--- src/adc_ctrl_pkg.sv ---
// Constants, types and field layout for the converter control block
//------------------------------------------------------------------------
// Summary of operation
//------------------------------------------------------------------------
// Summary of operation
// Standby run bit keeps converter alive in standby
// Resolution zero stores full ten-bit values
// Resolution one keeps eight upper bits only
// Continuous mode restarts after each completed result
// Enable bit turns converter on and off
// Accumulation code sums 1 to 64 samples
// Converter clock is peripheral clock over 2..256
// Reference code picks internal or supply
// Capacitor bit drives analog capacitance choice
// Startup delay after enable or internal reference
// Startup delay also after deep sleep wake
// Auto variation increments inter-sample delay, wraps
// Inter-sample delay cycles with capacitor open
// Window mode selects flag comparison
// Window compares full sixteen-bit accumulated result
// Sampling lasts two plus extension cycles
// Channel change applies after current conversion
// Start bit reads one while busy
// Result ready flag set per measurement
// Window flag evaluated at conversion end
// Unused bits read zero, writes ignored
package adc_ctrl_pkg;

   //---------------------------------------------------------------------
   // Register offsets
   //---------------------------------------------------------------------
   localparam logic [7:0] OFS_MAIN_CONTROL   = 8'h00;
   localparam logic [7:0] OFS_ACCUM_CONTROL  = 8'h01;
   localparam logic [7:0] OFS_CLOCK_REF      = 8'h02;
   localparam logic [7:0] OFS_DELAY_CONTROL  = 8'h03;
   localparam logic [7:0] OFS_WINDOW_MODE    = 8'h04;
   localparam logic [7:0] OFS_SAMPLE_LENGTH  = 8'h05;
   localparam logic [7:0] OFS_INPUT_CHANNEL  = 8'h06;
   localparam logic [7:0] OFS_COMMAND        = 8'h08;

   //---------------------------------------------------------------------
   // Writable bit masks and reset values
   //---------------------------------------------------------------------
   localparam logic [7:0] MASK_MAIN_CONTROL  = 8'h87;
   localparam logic [7:0] MASK_ACCUM_CONTROL = 8'h07;
   localparam logic [7:0] MASK_CLOCK_REF     = 8'h77;
   localparam logic [7:0] MASK_DELAY_CONTROL = 8'hff;
   localparam logic [7:0] MASK_WINDOW_MODE   = 8'h07;
   localparam logic [7:0] MASK_SAMPLE_LENGTH = 8'h1f;
   localparam logic [7:0] MASK_INPUT_CHANNEL = 8'h1f;
   localparam logic [7:0] REG_RESET          = 8'h00;

   //---------------------------------------------------------------------
   // Field positions
   //---------------------------------------------------------------------
   localparam int BIT_STANDBY_RUN  = 7;
   localparam int BIT_RESOLUTION   = 2;
   localparam int BIT_CONTINUOUS   = 1;
   localparam int BIT_ENABLE       = 0;
   localparam int BIT_SAMPLE_CAP   = 6;
   localparam int POS_REFERENCE    = 4;
   localparam int POS_STARTUP      = 5;
   localparam int BIT_AUTO_DELAY   = 4;
   localparam int BIT_START_CONV   = 0;

   //---------------------------------------------------------------------
   // Codes and timing counts
   //---------------------------------------------------------------------
   localparam logic [1:0] REF_INTERNAL       = 2'h0;
   localparam logic [1:0] REF_SUPPLY         = 2'h1;
   localparam logic [2:0] WIN_NONE           = 3'h0;
   localparam logic [2:0] WIN_BELOW          = 3'h1;
   localparam logic [2:0] WIN_ABOVE          = 3'h2;
   localparam logic [2:0] WIN_INSIDE         = 3'h3;
   localparam logic [2:0] WIN_OUTSIDE        = 3'h4;
   localparam logic [2:0] ACCUM_MAX_CODE     = 3'h6;
   localparam logic [2:0] STARTUP_MAX_CODE   = 3'h5;
   localparam logic [8:0] STARTUP_BASE_TICKS = 9'h010;
   localparam logic [8:0] SAMPLE_BASE_TICKS  = 9'h002;

   typedef enum {ST_IDLE, ST_STARTUP, ST_SAMPLE, ST_CONVERT, ST_GAP} conv_state_t;

   // Configuration handed to the analog core
   typedef struct packed {
      logic       powered;
      logic [1:0] reference;
      logic       small_cap;
      logic [4:0] channel;
   } analog_cfg_t;

endpackage

--- src/adc_conversion_control.sv ---
// Control logic of the successive-approximation converter
`timescale 1ns/10ps
module adc_conversion_control #(
   parameter int SAMPLE_BITS = 10,
   parameter int RESULT_BITS = 16
) (
   // Clock and reset
   input  wire logic                      clk,
   input  wire logic                      srst,
   // Register port
   input  wire logic [7:0]                reg_addr,
   input  wire logic [7:0]                reg_wdata,
   input  wire logic                      reg_write,
   input  wire logic                      reg_read,
   output logic      [7:0]                reg_rdata,
   // Sleep controller
   input  wire logic                      standby_sleep,
   input  wire logic                      deep_sleep_wake,
   // Thresholds from the window registers
   input  wire logic [RESULT_BITS-1:0]    window_low_threshold,
   input  wire logic [RESULT_BITS-1:0]    window_high_threshold,
   // Analog core
   output adc_ctrl_pkg::analog_cfg_t      analog_cfg,
   output logic                           sample_open,
   output logic                           convert_start,
   input  wire logic                      convert_done,
   input  wire logic [SAMPLE_BITS-1:0]    convert_data,
   // Results
   output logic      [RESULT_BITS-1:0]    result,
   output logic                           result_ready_flag,
   output logic                           window_flag,
   output logic                           start_conversion
);
   initial begin
      if (SAMPLE_BITS != 10 || RESULT_BITS != 16) begin
         $error("adc_conversion_control: only 10-bit samples and 16-bit results");
      end
   end

   //---------------------------------------------------------------------
   // Registers
   //---------------------------------------------------------------------
   logic [7:0] main_control_reg;
   logic [7:0] accumulation_control_reg;
   logic [7:0] clock_reference_control_reg;
   logic [7:0] delay_control_reg;
   logic [7:0] window_mode_control_reg;
   logic [7:0] sample_length_control_reg;
   logic [7:0] input_channel_select_reg;

   adc_ctrl_pkg::conv_state_t state_reg;
   logic [8:0]             tick_count_reg;
   logic [6:0]             samples_left_reg;
   logic [RESULT_BITS-1:0] accum_reg;
   logic                   startup_pending_reg;
   logic                   enable_prev_reg;
   logic                   tick;

   wire enable_bit  = main_control_reg[adc_ctrl_pkg::BIT_ENABLE];
   wire wr_clock    = reg_write && reg_addr == adc_ctrl_pkg::OFS_CLOCK_REF;
   wire wr_delay    = reg_write && reg_addr == adc_ctrl_pkg::OFS_DELAY_CONTROL;
   wire wr_command  = reg_write && reg_addr == adc_ctrl_pkg::OFS_COMMAND;
   wire start_cmd   = wr_command && reg_wdata[adc_ctrl_pkg::BIT_START_CONV];
   wire [1:0] reference_select = clock_reference_control_reg[5:4];
   wire [2:0] startup_delay    = delay_control_reg[7:5];
   wire       auto_delay_variation = delay_control_reg[adc_ctrl_pkg::BIT_AUTO_DELAY];
   wire [3:0] inter_sample_delay   = delay_control_reg[3:0];
   wire [2:0] accumulation_count   = accumulation_control_reg[2:0];
   wire [2:0] window_mode          = window_mode_control_reg[2:0];
   wire [4:0] sample_length_extension = sample_length_control_reg[4:0];
   wire       continuous_conversion = main_control_reg[adc_ctrl_pkg::BIT_CONTINUOUS];
   wire       resolution_select     = main_control_reg[adc_ctrl_pkg::BIT_RESOLUTION];

   // Converter runs when enabled and not halted by standby
   wire active = enable_bit &&
                 (!standby_sleep || main_control_reg[adc_ctrl_pkg::BIT_STANDBY_RUN]);

   //---------------------------------------------------------------------
   // Helper functions
   //---------------------------------------------------------------------
   function automatic logic [6:0] sample_total(input logic [2:0] code);
      // Reserved code behaves as a single sample
      if (code > adc_ctrl_pkg::ACCUM_MAX_CODE) begin
         sample_total = 7'h01;
      end else begin
         sample_total = 7'(7'h01 << code);
      end
   endfunction

   function automatic logic [8:0] startup_ticks(input logic [2:0] code);
      // Reserved codes give no delay
      if (code == 3'h0 || code > adc_ctrl_pkg::STARTUP_MAX_CODE) begin
         startup_ticks = 9'h000;
      end else begin
         startup_ticks = 9'(adc_ctrl_pkg::STARTUP_BASE_TICKS << (code - 3'h1));
      end
   endfunction

   function automatic logic window_match(input logic [2:0] mode,
                                         input logic [15:0] value,
                                         input logic [15:0] low,
                                         input logic [15:0] high);
      unique case (mode)
         adc_ctrl_pkg::WIN_BELOW:   window_match = value < low;
         adc_ctrl_pkg::WIN_ABOVE:   window_match = value > high;
         adc_ctrl_pkg::WIN_INSIDE:  window_match = (value > low) && (value < high);
         adc_ctrl_pkg::WIN_OUTSIDE: window_match = (value < low) || (value > high);
         default:                   window_match = 1'b0;
      endcase
   endfunction
   wire startup_end = tick && tick_count_reg + 9'h001 >= startup_ticks(startup_delay);
   wire sample_end  = tick && tick_count_reg + 9'h001 >=
                      adc_ctrl_pkg::SAMPLE_BASE_TICKS + 9'(sample_length_extension);
   wire gap_end     = tick && tick_count_reg + 9'h001 >= 9'(inter_sample_delay);

   //---------------------------------------------------------------------
   // Converter clock
   //---------------------------------------------------------------------
   clock_prescaler #(
      .MAX_CODE           (7)
   ) u_prescaler (
      .clk                (clk),
      .srst               (srst),
      .run                (active),
      .clock_divider_code (clock_reference_control_reg[2:0]),
      .tick               (tick)
   );

   //---------------------------------------------------------------------
   // Configuration registers
   //---------------------------------------------------------------------
   always_ff @(posedge clk) begin
      if (srst) begin
         main_control_reg            <= adc_ctrl_pkg::REG_RESET;
         accumulation_control_reg    <= adc_ctrl_pkg::REG_RESET;
         clock_reference_control_reg <= adc_ctrl_pkg::REG_RESET;
         window_mode_control_reg     <= adc_ctrl_pkg::REG_RESET;
         sample_length_control_reg   <= adc_ctrl_pkg::REG_RESET;
         input_channel_select_reg    <= adc_ctrl_pkg::REG_RESET;
      end else if (reg_write) begin
         unique case (reg_addr)
            adc_ctrl_pkg::OFS_MAIN_CONTROL:
               main_control_reg <= reg_wdata & adc_ctrl_pkg::MASK_MAIN_CONTROL;
            adc_ctrl_pkg::OFS_ACCUM_CONTROL:
               accumulation_control_reg <= reg_wdata & adc_ctrl_pkg::MASK_ACCUM_CONTROL;
            adc_ctrl_pkg::OFS_CLOCK_REF:
               clock_reference_control_reg <= reg_wdata & adc_ctrl_pkg::MASK_CLOCK_REF;
            adc_ctrl_pkg::OFS_WINDOW_MODE:
               window_mode_control_reg <= reg_wdata & adc_ctrl_pkg::MASK_WINDOW_MODE;
            adc_ctrl_pkg::OFS_SAMPLE_LENGTH:
               sample_length_control_reg <= reg_wdata & adc_ctrl_pkg::MASK_SAMPLE_LENGTH;
            adc_ctrl_pkg::OFS_INPUT_CHANNEL:
               input_channel_select_reg <= reg_wdata & adc_ctrl_pkg::MASK_INPUT_CHANNEL;
            default: ;
         endcase
      end
   end

   // Delay field is stepped by hardware; a software write takes precedence
   always_ff @(posedge clk) begin
      if (srst) begin
         delay_control_reg <= adc_ctrl_pkg::REG_RESET;
      end else if (wr_delay) begin
         delay_control_reg <= reg_wdata & adc_ctrl_pkg::MASK_DELAY_CONTROL;
      end else if (auto_delay_variation && state_reg == adc_ctrl_pkg::ST_CONVERT &&
                   convert_done) begin
         delay_control_reg[3:0] <= inter_sample_delay + 4'h1;
      end
   end

   //---------------------------------------------------------------------
   // Startup delay request
   //---------------------------------------------------------------------
   always_ff @(posedge clk) begin
      if (srst) begin
         enable_prev_reg <= 1'b0;
      end else begin
         enable_prev_reg <= enable_bit;
      end
   end

   always_ff @(posedge clk) begin
      if (srst) begin
         startup_pending_reg <= 1'b0;
      end else if ((enable_bit && !enable_prev_reg) || deep_sleep_wake ||
                   (wr_clock && reg_wdata[5:4] == adc_ctrl_pkg::REF_INTERNAL &&
                    reference_select != adc_ctrl_pkg::REF_INTERNAL)) begin
         startup_pending_reg <= 1'b1;
      end else if (state_reg == adc_ctrl_pkg::ST_STARTUP && startup_end) begin
         startup_pending_reg <= 1'b0;
      end else if (state_reg == adc_ctrl_pkg::ST_IDLE && active && start_conversion &&
                   startup_ticks(startup_delay) == 9'h000) begin
         startup_pending_reg <= 1'b0;
      end
   end

   //---------------------------------------------------------------------
   // Conversion sequencer
   //---------------------------------------------------------------------
   always_ff @(posedge clk) begin
      if (srst || !enable_bit) begin
         state_reg <= adc_ctrl_pkg::ST_IDLE;
      end else if (active) begin
         unique case (state_reg)
            adc_ctrl_pkg::ST_IDLE: begin
               if (start_conversion) begin
                  state_reg <= (startup_pending_reg &&
                                startup_ticks(startup_delay) != 9'h000) ?
                               adc_ctrl_pkg::ST_STARTUP : adc_ctrl_pkg::ST_SAMPLE;
               end
            end
            adc_ctrl_pkg::ST_STARTUP: begin
               if (startup_end) begin
                  state_reg <= adc_ctrl_pkg::ST_SAMPLE;
               end
            end
            adc_ctrl_pkg::ST_SAMPLE: begin
               if (sample_end) begin
                  state_reg <= adc_ctrl_pkg::ST_CONVERT;
               end
            end
            adc_ctrl_pkg::ST_CONVERT: begin
               if (convert_done) begin
                  if (samples_left_reg > 7'h01) begin
                     state_reg <= (inter_sample_delay == 4'h0) ?
                                  adc_ctrl_pkg::ST_SAMPLE : adc_ctrl_pkg::ST_GAP;
                  end else if (continuous_conversion) begin
                     state_reg <= adc_ctrl_pkg::ST_SAMPLE;
                  end else begin
                     state_reg <= adc_ctrl_pkg::ST_IDLE;
                  end
               end
            end
            adc_ctrl_pkg::ST_GAP: begin
               if (gap_end) begin
                  state_reg <= adc_ctrl_pkg::ST_SAMPLE;
               end
            end
         endcase
      end
   end

   // Converter clock cycles spent in the current timed phase
   always_ff @(posedge clk) begin
      if (srst || !active || state_reg == adc_ctrl_pkg::ST_IDLE ||
          state_reg == adc_ctrl_pkg::ST_CONVERT) begin
         tick_count_reg <= 9'h000;
      end else if (tick) begin
         if ((state_reg == adc_ctrl_pkg::ST_STARTUP && startup_end) ||
             (state_reg == adc_ctrl_pkg::ST_SAMPLE && sample_end) ||
             (state_reg == adc_ctrl_pkg::ST_GAP && gap_end)) begin
            tick_count_reg <= 9'h000;
         end else begin
            tick_count_reg <= tick_count_reg + 9'h001;
         end
      end
   end

   // Sample count and accumulation
   always_ff @(posedge clk) begin
      if (srst || !enable_bit) begin
         samples_left_reg <= 7'h00;
         accum_reg        <= '0;
      end else if (active && state_reg == adc_ctrl_pkg::ST_IDLE && start_conversion) begin
         samples_left_reg <= sample_total(accumulation_count);
         accum_reg        <= '0;
      end else if (active && state_reg == adc_ctrl_pkg::ST_CONVERT && convert_done) begin
         if (samples_left_reg > 7'h01) begin
            samples_left_reg <= samples_left_reg - 7'h01;
            if (resolution_select) begin
               accum_reg <= accum_reg + 16'(convert_data[9:2]);
            end else begin
               accum_reg <= accum_reg + 16'(convert_data);
            end
         end else begin
            samples_left_reg <= sample_total(accumulation_count);
            accum_reg        <= '0;
         end
      end
   end

   wire [RESULT_BITS-1:0] final_sum = resolution_select ?
                                      accum_reg + 16'(convert_data[9:2]) :
                                      accum_reg + 16'(convert_data);
   wire finishing = active && state_reg == adc_ctrl_pkg::ST_CONVERT && convert_done &&
                    samples_left_reg <= 7'h01;

   //---------------------------------------------------------------------
   // Results and flags
   //---------------------------------------------------------------------
   always_ff @(posedge clk) begin
      if (srst) begin
         result <= '0;
      end else if (finishing) begin
         result <= final_sum;
      end
   end

   always_ff @(posedge clk) begin
      if (srst) begin
         result_ready_flag <= 1'b0;
         window_flag       <= 1'b0;
      end else begin
         result_ready_flag <= finishing;
         window_flag       <= finishing && window_match(window_mode, final_sum,
                                                        window_low_threshold,
                                                        window_high_threshold);
      end
   end

   // Busy indication; a new start while busy is ignored except in the finishing cycle, where it wins over the clear
   always_ff @(posedge clk) begin
      if (srst || !enable_bit) begin
         start_conversion <= 1'b0;
      end else if (start_cmd) begin
         start_conversion <= 1'b1;
      end else if (finishing && !continuous_conversion) begin
         start_conversion <= 1'b0;
      end
   end

   //---------------------------------------------------------------------
   // Analog core drive
   //---------------------------------------------------------------------
   always_ff @(posedge clk) begin
      if (srst) begin
         analog_cfg <= '0;
      end else begin
         analog_cfg.powered   <= active;
         analog_cfg.reference <= reference_select;
         analog_cfg.small_cap <= clock_reference_control_reg[adc_ctrl_pkg::BIT_SAMPLE_CAP];
         if (state_reg == adc_ctrl_pkg::ST_IDLE || finishing) begin
            analog_cfg.channel <= input_channel_select_reg[4:0];
         end
      end
   end

   always_ff @(posedge clk) begin
      if (srst) begin
         sample_open   <= 1'b0;
         convert_start <= 1'b0;
      end else begin
         sample_open   <= active && (state_reg == adc_ctrl_pkg::ST_SAMPLE ||
                                     state_reg == adc_ctrl_pkg::ST_GAP);
         convert_start <= active && state_reg == adc_ctrl_pkg::ST_SAMPLE && sample_end;
      end
   end

   //---------------------------------------------------------------------
   // Register read port
   //---------------------------------------------------------------------
   always_ff @(posedge clk) begin
      if (srst) begin
         reg_rdata <= 8'h00;
      end else if (reg_read) begin
         unique case (reg_addr)
            adc_ctrl_pkg::OFS_MAIN_CONTROL:  reg_rdata <= main_control_reg;
            adc_ctrl_pkg::OFS_ACCUM_CONTROL: reg_rdata <= accumulation_control_reg;
            adc_ctrl_pkg::OFS_CLOCK_REF:     reg_rdata <= clock_reference_control_reg;
            adc_ctrl_pkg::OFS_DELAY_CONTROL: reg_rdata <= delay_control_reg;
            adc_ctrl_pkg::OFS_WINDOW_MODE:   reg_rdata <= window_mode_control_reg;
            adc_ctrl_pkg::OFS_SAMPLE_LENGTH: reg_rdata <= sample_length_control_reg;
            adc_ctrl_pkg::OFS_INPUT_CHANNEL: reg_rdata <= input_channel_select_reg;
            adc_ctrl_pkg::OFS_COMMAND:       reg_rdata <= {7'h00, start_conversion};
            default:                         reg_rdata <= 8'h00;
         endcase
      end else begin
         reg_rdata <= 8'h00;
      end
   end
endmodule

--- src/clock_prescaler.sv ---
// Converter clock tick generator dividing the peripheral clock
`timescale 1ns/10ps
module clock_prescaler #(
   parameter int MAX_CODE = 7
) (
   // Clock and reset
   input  wire logic       clk,
   input  wire logic       srst,
   // Control
   input  wire logic       run,
   input  wire logic [2:0] clock_divider_code,
   // Tick out
   output logic            tick
);
   initial begin
      if (MAX_CODE < 0 || MAX_CODE > 7) begin
         $error("clock_prescaler: MAX_CODE out of range");
      end
   end

   logic [7:0] count_reg;

   function automatic logic [7:0] last_count(input logic [2:0] code);
      last_count = 8'((9'h002 << code) - 9'h001);
   endfunction

   always_ff @(posedge clk) begin
      if (srst || !run) begin
         count_reg <= 8'h00;
      end else if (count_reg >= last_count(clock_divider_code)) begin
         count_reg <= 8'h00;
      end else begin
         count_reg <= count_reg + 8'h01;
      end
   end

   always_ff @(posedge clk) begin
      if (srst || !run) begin
         tick <= 1'b0;
      end else begin
         tick <= (count_reg >= last_count(clock_divider_code));
      end
   end
endmodule
--- config.mk ---
export PLATFORM = sky130hd
export DESIGN_NAME = adc_conversion_control
export DESIGN_NICKNAME = d
export VERILOG_FILES = /design/src/adc_ctrl_pkg.sv /design/src/adc_conversion_control.sv /design/src/clock_prescaler.sv
export SDC_FILE = /design/constraint.sdc
export NUM_CORES = 1
export LEC_CHECK = 0
export BUFFER_PORTS_ARGS = -buffer_cell sky130_fd_sc_hd__buf_2
export CAP_MARGIN = 15
export CORE_UTILIZATION = 30
export DETAILED_ROUTE_END_ITERATION = 8
export PLACE_DENSITY = 0.51
export SLEW_MARGIN = 20
export SYNTH_ARGS = -nofsm -noshare
export SYNTH_HDL_FRONTEND = slang
export SYNTH_SLANG_ARGS = --single-unit
--- constraint.sdc ---
create_clock -name clk -period 7.1 [get_ports clk]
set_clock_uncertainty 0.2 [all_clocks]
set_input_delay 0.71 -clock clk [delete_from_list [all_inputs] [get_ports clk]]
set_output_delay 0.71 -clock clk [all_outputs]
set_load 0.1 [all_outputs]
=== Word level (Yosys, flattened, before mapping) ===
Index checks and enable logic that the tools add are counted.

* Add/subtract/negate cells: 9
* $lt $le $gt $ge: 12
* Equality and inequality tests: 24
* Shifts and indexed selects: 3
* Mux-type cells: 35
* Bitwise operators: 1
* Reduce and logical (&&, ||, !) cells: 70

{| class="wikitable"
|+ Operators by type and width
! cell !! number
|-
| 2-to-1 mux 32 bit || 5
|-
| case mux 32 bit (5 select lines) || 1
|-
| equality test 32 x 2 -> 1 bit, second input constant || 3
|-
| equality test 32 x 3 -> 1 bit, second input constant || 3
|-
| 2-to-1 mux 9 bit || 9
|-
| logical NOT 32 bit || 2
|-
| case mux 8 bit (8 select lines) || 1
|-
| equality test 32 x 1 -> 1 bit, second input constant || 1
|-
| equality test 32 x 4 -> 1 bit, second input constant || 1
|-
| > comparator 16 bit || 2
|-
| less-than comparator 16 bit || 2
|-
| 2-to-1 mux 16 bit || 2
|-
| logical AND 1 bit || 29
|-
| 2-to-1 mux 7 bit || 4
|-
| equality test 8 x 3 -> 1 bit, second input constant || 3
|-
| adder 16 x 10 -> 16 bit || 1
|-
| adder 16 x 8 -> 16 bit || 1
|-
| equality test 8 x 2 -> 1 bit, second input constant || 2
|-
| logical OR 1 bit || 13
|-
| AND reduction 2 bit || 6
|-
| inequality test 2 bit, second input constant || 5
|-
| adder 9 x 1 -> 9 bit, second input constant || 1
|-
| >= comparator 9 x 4 -> 1 bit || 1
|-
| >= comparator 9 x 6 -> 1 bit || 1
|-
| 36 further kinds || 55
|}

* Bits in registers: 147
* Bits of input ports: 65

=== Longest topological paths before layout ===
* Word-level depth: 14
* Depth in mapped cells: 18
* Mapped depth without buffers: 17

=== By module ===
A second synthesis with hierarchy kept.

* Cells, all modules: 907
* Area, all modules: 7521.0 um2

{| class="wikitable"
|+ Modules (own cells, without submodules)
! module !! instances !! cells an instance !! area an instance (um2) !! sequential area each (um2)
|-
| adc_conversion_control || 1 || 847 || 6944.2 || 2182.1
|-
| clock_prescaler || 1 || 60 || 576.8 || 180.2
|}

=== Worst setup path before layout ===
OpenSTA, ideal clock, no wires.

* Path type: register to register
* Start: reg main_control_reg[2]
* End: reg window_flag
* Arrival: 4.209 ns
* Data required time: 6.777 ns
* Setup slack: 2.568 ns
* Cell stages (with the launch flop): 18
* Clock period less this slack: 4.532 ns
* Cells stage by stage: dfxtp_1 clkbuf_1 mux2_2 ha_1 fa_1 a21oi_1 o2111ai_1 a311o_1 and3_1 xor2_1 ha_1 nand3_1 or4_1 a21o_1 nand4_1 o21ba_2 o211ai_1 a21boi_1

* Longest elaborated chain between the ends: 6
* Elaborated cells on any way between the ends: 10
* Classes of those cells: order compare (4); mux (3); reduce/logical (3)

{| class="wikitable"
|+ Ends and longest elaborated chain
! element !! RTL line !! RTL
|-
| start: declaration || adc_conversion_control.sv:43 || <nowiki>logic [7:0] main_control_reg;</nowiki>
|-
| start signal: assignment || adc_conversion_control.sv:134 || <nowiki>main_control_reg <= adc_ctrl_pkg::REG_RESET;</nowiki>
|-
| start signal: assignment || adc_conversion_control.sv:143 || <nowiki>main_control_reg <= reg_wdata & adc_ctrl_pkg::MASK_MAIN_CONTROL;</nowiki>
|-
| 2-to-1 mux 16 bit (*) || adc_conversion_control.sv:282 || <nowiki>wire [RESULT_BITS-1:0] final_sum = resolution_select ?</nowiki>
|-
| named net final_sum[14] || adc_conversion_control.sv:282 ||
|-
| less-than comparator 16 bit, or another cell as far along || adc_conversion_control.sv:104, adc_conversion_control.sv:107 ||
|-
| logical OR 1 bit / logical AND 1 bit (equally long branches) || adc_conversion_control.sv:107, adc_conversion_control.sv:106 ||
|-
| case mux 1 bit (4 select lines) (*) || adc_conversion_control.sv:103 || <nowiki>unique case (mode)</nowiki>
|-
| 2-to-1 mux 1 bit (*) || adc_conversion_control.sv:300 || <nowiki>if (srst) begin</nowiki>
|-
| logical AND 1 bit (*) || adc_conversion_control.sv:305 || <nowiki>window_flag <= finishing && window_match(window_mode, final_sum,</nowiki>
|-
| end signal: assignment || adc_conversion_control.sv:305 ||
|-
| end: declaration || adc_conversion_control.sv:31 || <nowiki>output logic window_flag,</nowiki>
|}

Mark *: on every way through the listed nets, which the timed path passes. The rest lies on a longest branch. The select of a mux whose other input is x is not followed.
A chain may end at the register's enable or synchronous reset.

=== Worst setup path in the final report ===
Ends and elaborated chain as after synthesis.

==> flow_summary_export.csv <==
group,metric,value,unit
setup_path,crit_path_required_time,7210,ps
power,total_leakage_power,3.87,nW
clocking,ctsRootBufferMaster,"sky130_fd_sc_hd__clkbuf_16",
clocking,cts_repair_resize_count,0,
synthesis,synth_fp_nets,1054,
floorplanning,core-area,24400,sq um
clocking,cts-buffers-inserted,17,
setup_path,r2r_setup_slack,2170,ps
sta,report.final.hold_viol_count,0,
synthesis,synth_compound_area_share,17.3,%
power,netSwitchingPower,0.000409,W
synthesis,synth-adder-area-share,12.7,%
power,power.internal,0.00122,W
power,p_sw_share,25.0,%
synthesis,synth_seq_cells,118,
setup_path,critical_path_peak_fanout,12,
grt,wire_length_of_the_first_global_routing_pass,34.3,mm
placed_design,place.port_buffers,102,
clocking,post_cts.repair.setup_buffers,0,
clocking,number_of_hold_repair_buffers_added_at_the_cts_stage,0,
synthesis,sequential_element_share_of_the_synthesized_area,31.6,%
floorplanning,floorplan.die_area,25500,sq um
hold_path,timing.hold.worst_path_depth,2,
finish,area_growth,18.5,%
power,clockPowerShare,53.7,%
synthesis,synthMuxAreaShare,7.34,%
floorplanning,dieHeight,160,um
placed_design,finalWeightedCongestion,0.839,
clocking,numClockSinks,118,
finish,finish.net_count,1142,
run_status,result_of_the_run,"completed",
synthesis,synth_xor_xnor_area_share,3.99,%
job,cap_viol_max_count,0,
placed_design,place_hpwl,16.0,mm
sta,report.final.setup_viol,0,
drt,number_of_remaining_drc_errors,0,
clocking,clkTransAtPathRegs,60,ps
sta,worst_slew_pin_slew,968,ps
hold_path,min-delay-path-class,"reg2reg",
drt,pre_antenna_drt_iters,5,
power,p_per_area,185,nW/um^2
finish,most-common-layout-cells,"sky130_fd_sc_hd__nor2_1, sky130_fd_sc_hd__dfxtp_1, sky130_fd_sc_hd__buf_2",
finish,mostFrequentLayoutCell,"sky130_fd_sc_hd__nor2_1",
drt,route.final.wire_length,21.0,mm
clocking,worstSkewPairLatency,430,ps
synthesis,async_flop_share,0,%
sta,setup_tns,0,ps
setup_path,worstSetupEndpointType,"flop",
floorplanning,num_rows,57,
grt,globalRouteTotalUtil,17.0,%
synthesis,syn_area,7460,sq um
floorplanning,die_width,160,um
drt,detail_route.vias_per_cell,5.00,
synthesis,yosys.cell_types.count,75,
setup_path,path_class,"reg2reg",
sta,ratio_of_final_minimum_period_to_clock_period,69.5,%
synthesis,post_synth_inst_count,914,
sta,final.min_clock_period,4930,ps
setup_path,reg2regPathDepth,16,
clocking,h_tree_depth,4,
placed_design,dpl_worst_slack,2150,ps
sta,final_critical_path_setup_slack,2170,ps
grt,grt_overflow_total,0,
synthesis,synth_simple_gate_area_share,22.1,%
finish,num_antenna_cells,0,
drt,drt_iter0_drc,362,
grt,grt_start_max_net_pins,63,
sta,max_freq,203,MHz
floorplanning,ioPinCount,103,
synthesis,synth-edff-count,0,
synthesis,ys.warnings.count,0,
drt,ant_nets,0,
sta,slew_headroom,35.2,%
setup_path,cp-start-kind,"flop",
sta,setup_repair_after_global_routing_missed_its_margin,"no",
finish,drive_above_1_share,16.3,%
synthesis,synth-main-ff-cell,"sky130_fd_sc_hd__dfxtp_1",
drt,total_vias_in_the_final_route,6692,
synthesis,synthesis.area_per_instance,8.17,sq um
power,power.share.combinational,5.6,%
grt,grt_antenna_before_repair,0,
clocking,cts_tree,"yes",
power,sequentialPowerShare,40.6,%
sta,timing_max_transition_violations_final,0,
clocking,cts-root-to-sink-buffers,2,
synthesis,synth_top_family_by_area,"simple AND/OR/NAND/NOR gates",
setup_path,worstPathArrival,5040,ps
drt,detail_routed_net_length_per_standard_cell,15.7,um
power,vdd.ir_drop.worst,117,uV
grt,grt_pass1_vias,6403,
floorplanning,floorplan.initialDensity,30.6,%
[stage by stage]
stage	cell area, sq um	total power, W	hold slack, ps	util (%)	cells
after CTS	8840	0.00165	254	36.3	1339
after global placement	8250	0.000770	243	33.8	1307
after floorplan	7460	0.000730	230	-	914
final	8840	0.00163	249	36.3	1339
after global routing	8840	0.00169	273	36.3	1339
after detailed placement	8250	0.000770	243	33.8	1307
[Yosys cell counts (3+ instances only)]
| cell type | number | area [sq um] |
|---|---|---|
| sky130_fd_sc_hd__o31a_1 | 3 | 26.3 |
| sky130_fd_sc_hd__clkbuf_1 | 23 | 86.3 |
| sky130_fd_sc_hd__nor3b_1 | 4 | 30.0 |
| sky130_fd_sc_hd__and2_1 | 4 | 25.0 |
| sky130_fd_sc_hd__xnor2_1 | 22 | 193 |
| sky130_fd_sc_hd__buf_2 | 6 | 30.0 |
| sky130_fd_sc_hd__inv_1 | 56 | 210 |
| sky130_fd_sc_hd__mux2_2 | 10 | 113 |
| sky130_fd_sc_hd__buf_1 | 3 | 11.3 |
| sky130_fd_sc_hd__dfxtp_1 | 118 | 2360 |
| sky130_fd_sc_hd__a22o_1 | 5 | 43.8 |
| sky130_fd_sc_hd__nor2b_1 | 12 | 75.1 |
| sky130_fd_sc_hd__o21ai_0 | 35 | 175 |
| sky130_fd_sc_hd__nand3b_1 | 3 | 22.5 |
| sky130_fd_sc_hd__nor4_1 | 3 | 18.8 |
| sky130_fd_sc_hd__o211ai_1 | 10 | 75.1 |
| sky130_fd_sc_hd__ha_1 | 74 | 926 |
| sky130_fd_sc_hd__a31oi_1 | 9 | 56.3 |
| sky130_fd_sc_hd__or3_1 | 5 | 31.3 |
| sky130_fd_sc_hd__o21a_1 | 4 | 30.0 |
| sky130_fd_sc_hd__a22oi_1 | 15 | 113 |
| sky130_fd_sc_hd__nand4_1 | 13 | 81.3 |
| sky130_fd_sc_hd__a211o_1 | 3 | 26.3 |
| sky130_fd_sc_hd__and3_1 | 9 | 56.3 |
| sky130_fd_sc_hd__o21ai_1 | 5 | 25.0 |
| sky130_fd_sc_hd__a21oi_1 | 56 | 280 |
| sky130_fd_sc_hd__a21o_1 | 8 | 60.1 |
| sky130_fd_sc_hd__o211a_1 | 3 | 30.0 |
| sky130_fd_sc_hd__nand2b_1 | 8 | 50.1 |
| sky130_fd_sc_hd__a211oi_1 | 17 | 128 |
| sky130_fd_sc_hd__mux2i_1 | 39 | 390 |
| sky130_fd_sc_hd__nor3_1 | 19 | 95.1 |
| sky130_fd_sc_hd__xor2_1 | 12 | 105 |
| sky130_fd_sc_hd__nor2_1 | 123 | 462 |
| sky130_fd_sc_hd__nand3_1 | 33 | 165 |
| sky130_fd_sc_hd__nand2_1 | 91 | 342 |
[power groups by stage]
stage | clock (W) | sequential (W) | combinational (W)
after detailed placement | 0 | 0.000678 | 0.0000924
after CTS | 0.000894 | 0.000663 | 0.0000928
after global routing | 0.000923 | 0.000663 | 0.000104
final | 0.000877 | 0.000663 | 0.0000916
after floorplan | 0 | 0.000678 | 0.0000522
after global placement | 0 | 0.000678 | 0.0000924
[cell families after synthesis]
kind of cell,count (synthesis)
DFF,118
xor gates and xnor gates,34
adders and majority gates,75
AOI/OAI and AO/OA,198
muxes,51
and+or+nand+nor,345
buffers and inverters,93
[cell type report]
class / instances / area [sq um]
Timing Repair Buffer: 104 / 526
Multi-Input combinational cell: 703 / 4740
Inverter: 58 / 218
Clock inverter: 15 / 168
Tap cell: 324 / 405
Fill cell: 2607 / 15500
Clock buffer: 17 / 425
Sequential cell: 118 / 2360
[path summary, 6_finish.rpt]
| check | start | endpoint |
|---|---|---|
| hold / removal | result[9]$_SDFFE_PP0P_ | result[9]$_SDFFE_PP0P_ |
| setup / recovery | main_control_reg[2]$_SDFFE_PP0P_ | window_flag$_SDFF_PP0_ |
| setup reg to reg | main_control_reg[2]$_SDFFE_PP0P_ | window_flag$_SDFF_PP0_ |
| hold reg to reg | result[9]$_SDFFE_PP0P_ | result[9]$_SDFFE_PP0P_ |
[critical path, stage by stage (launching register included)]
cell                        delay, ps
sky130_fd_sc_hd__dfxtp_1          610
sky130_fd_sc_hd__mux2_2           400
sky130_fd_sc_hd__ha_1             220
sky130_fd_sc_hd__fa_1             400
sky130_fd_sc_hd__a21oi_1          270
sky130_fd_sc_hd__o2111ai_1        240
sky130_fd_sc_hd__a311o_1          390
sky130_fd_sc_hd__and3_1           230
sky130_fd_sc_hd__xor2_1           180
sky130_fd_sc_hd__ha_1             320
sky130_fd_sc_hd__nand3_1          120
sky130_fd_sc_hd__or4_1            550
sky130_fd_sc_hd__a21o_1           190
sky130_fd_sc_hd__nand4_1           80
sky130_fd_sc_hd__o21ba_2          150
sky130_fd_sc_hd__o211ai_1         160
sky130_fd_sc_hd__a21boi_1          90
[per-layer routing]
metal / wire (um) / part of all wire, % / GRT usage [%]
met1: 10800 / 52 / 24.8
met2: 9080 / 43 / 25.6
met3: 849 / 4.0 / 2.83
met4: 231 / 1.1 / 4.98
met5: 0 / 0 / 0
Power figures use the tool's default switching activity.
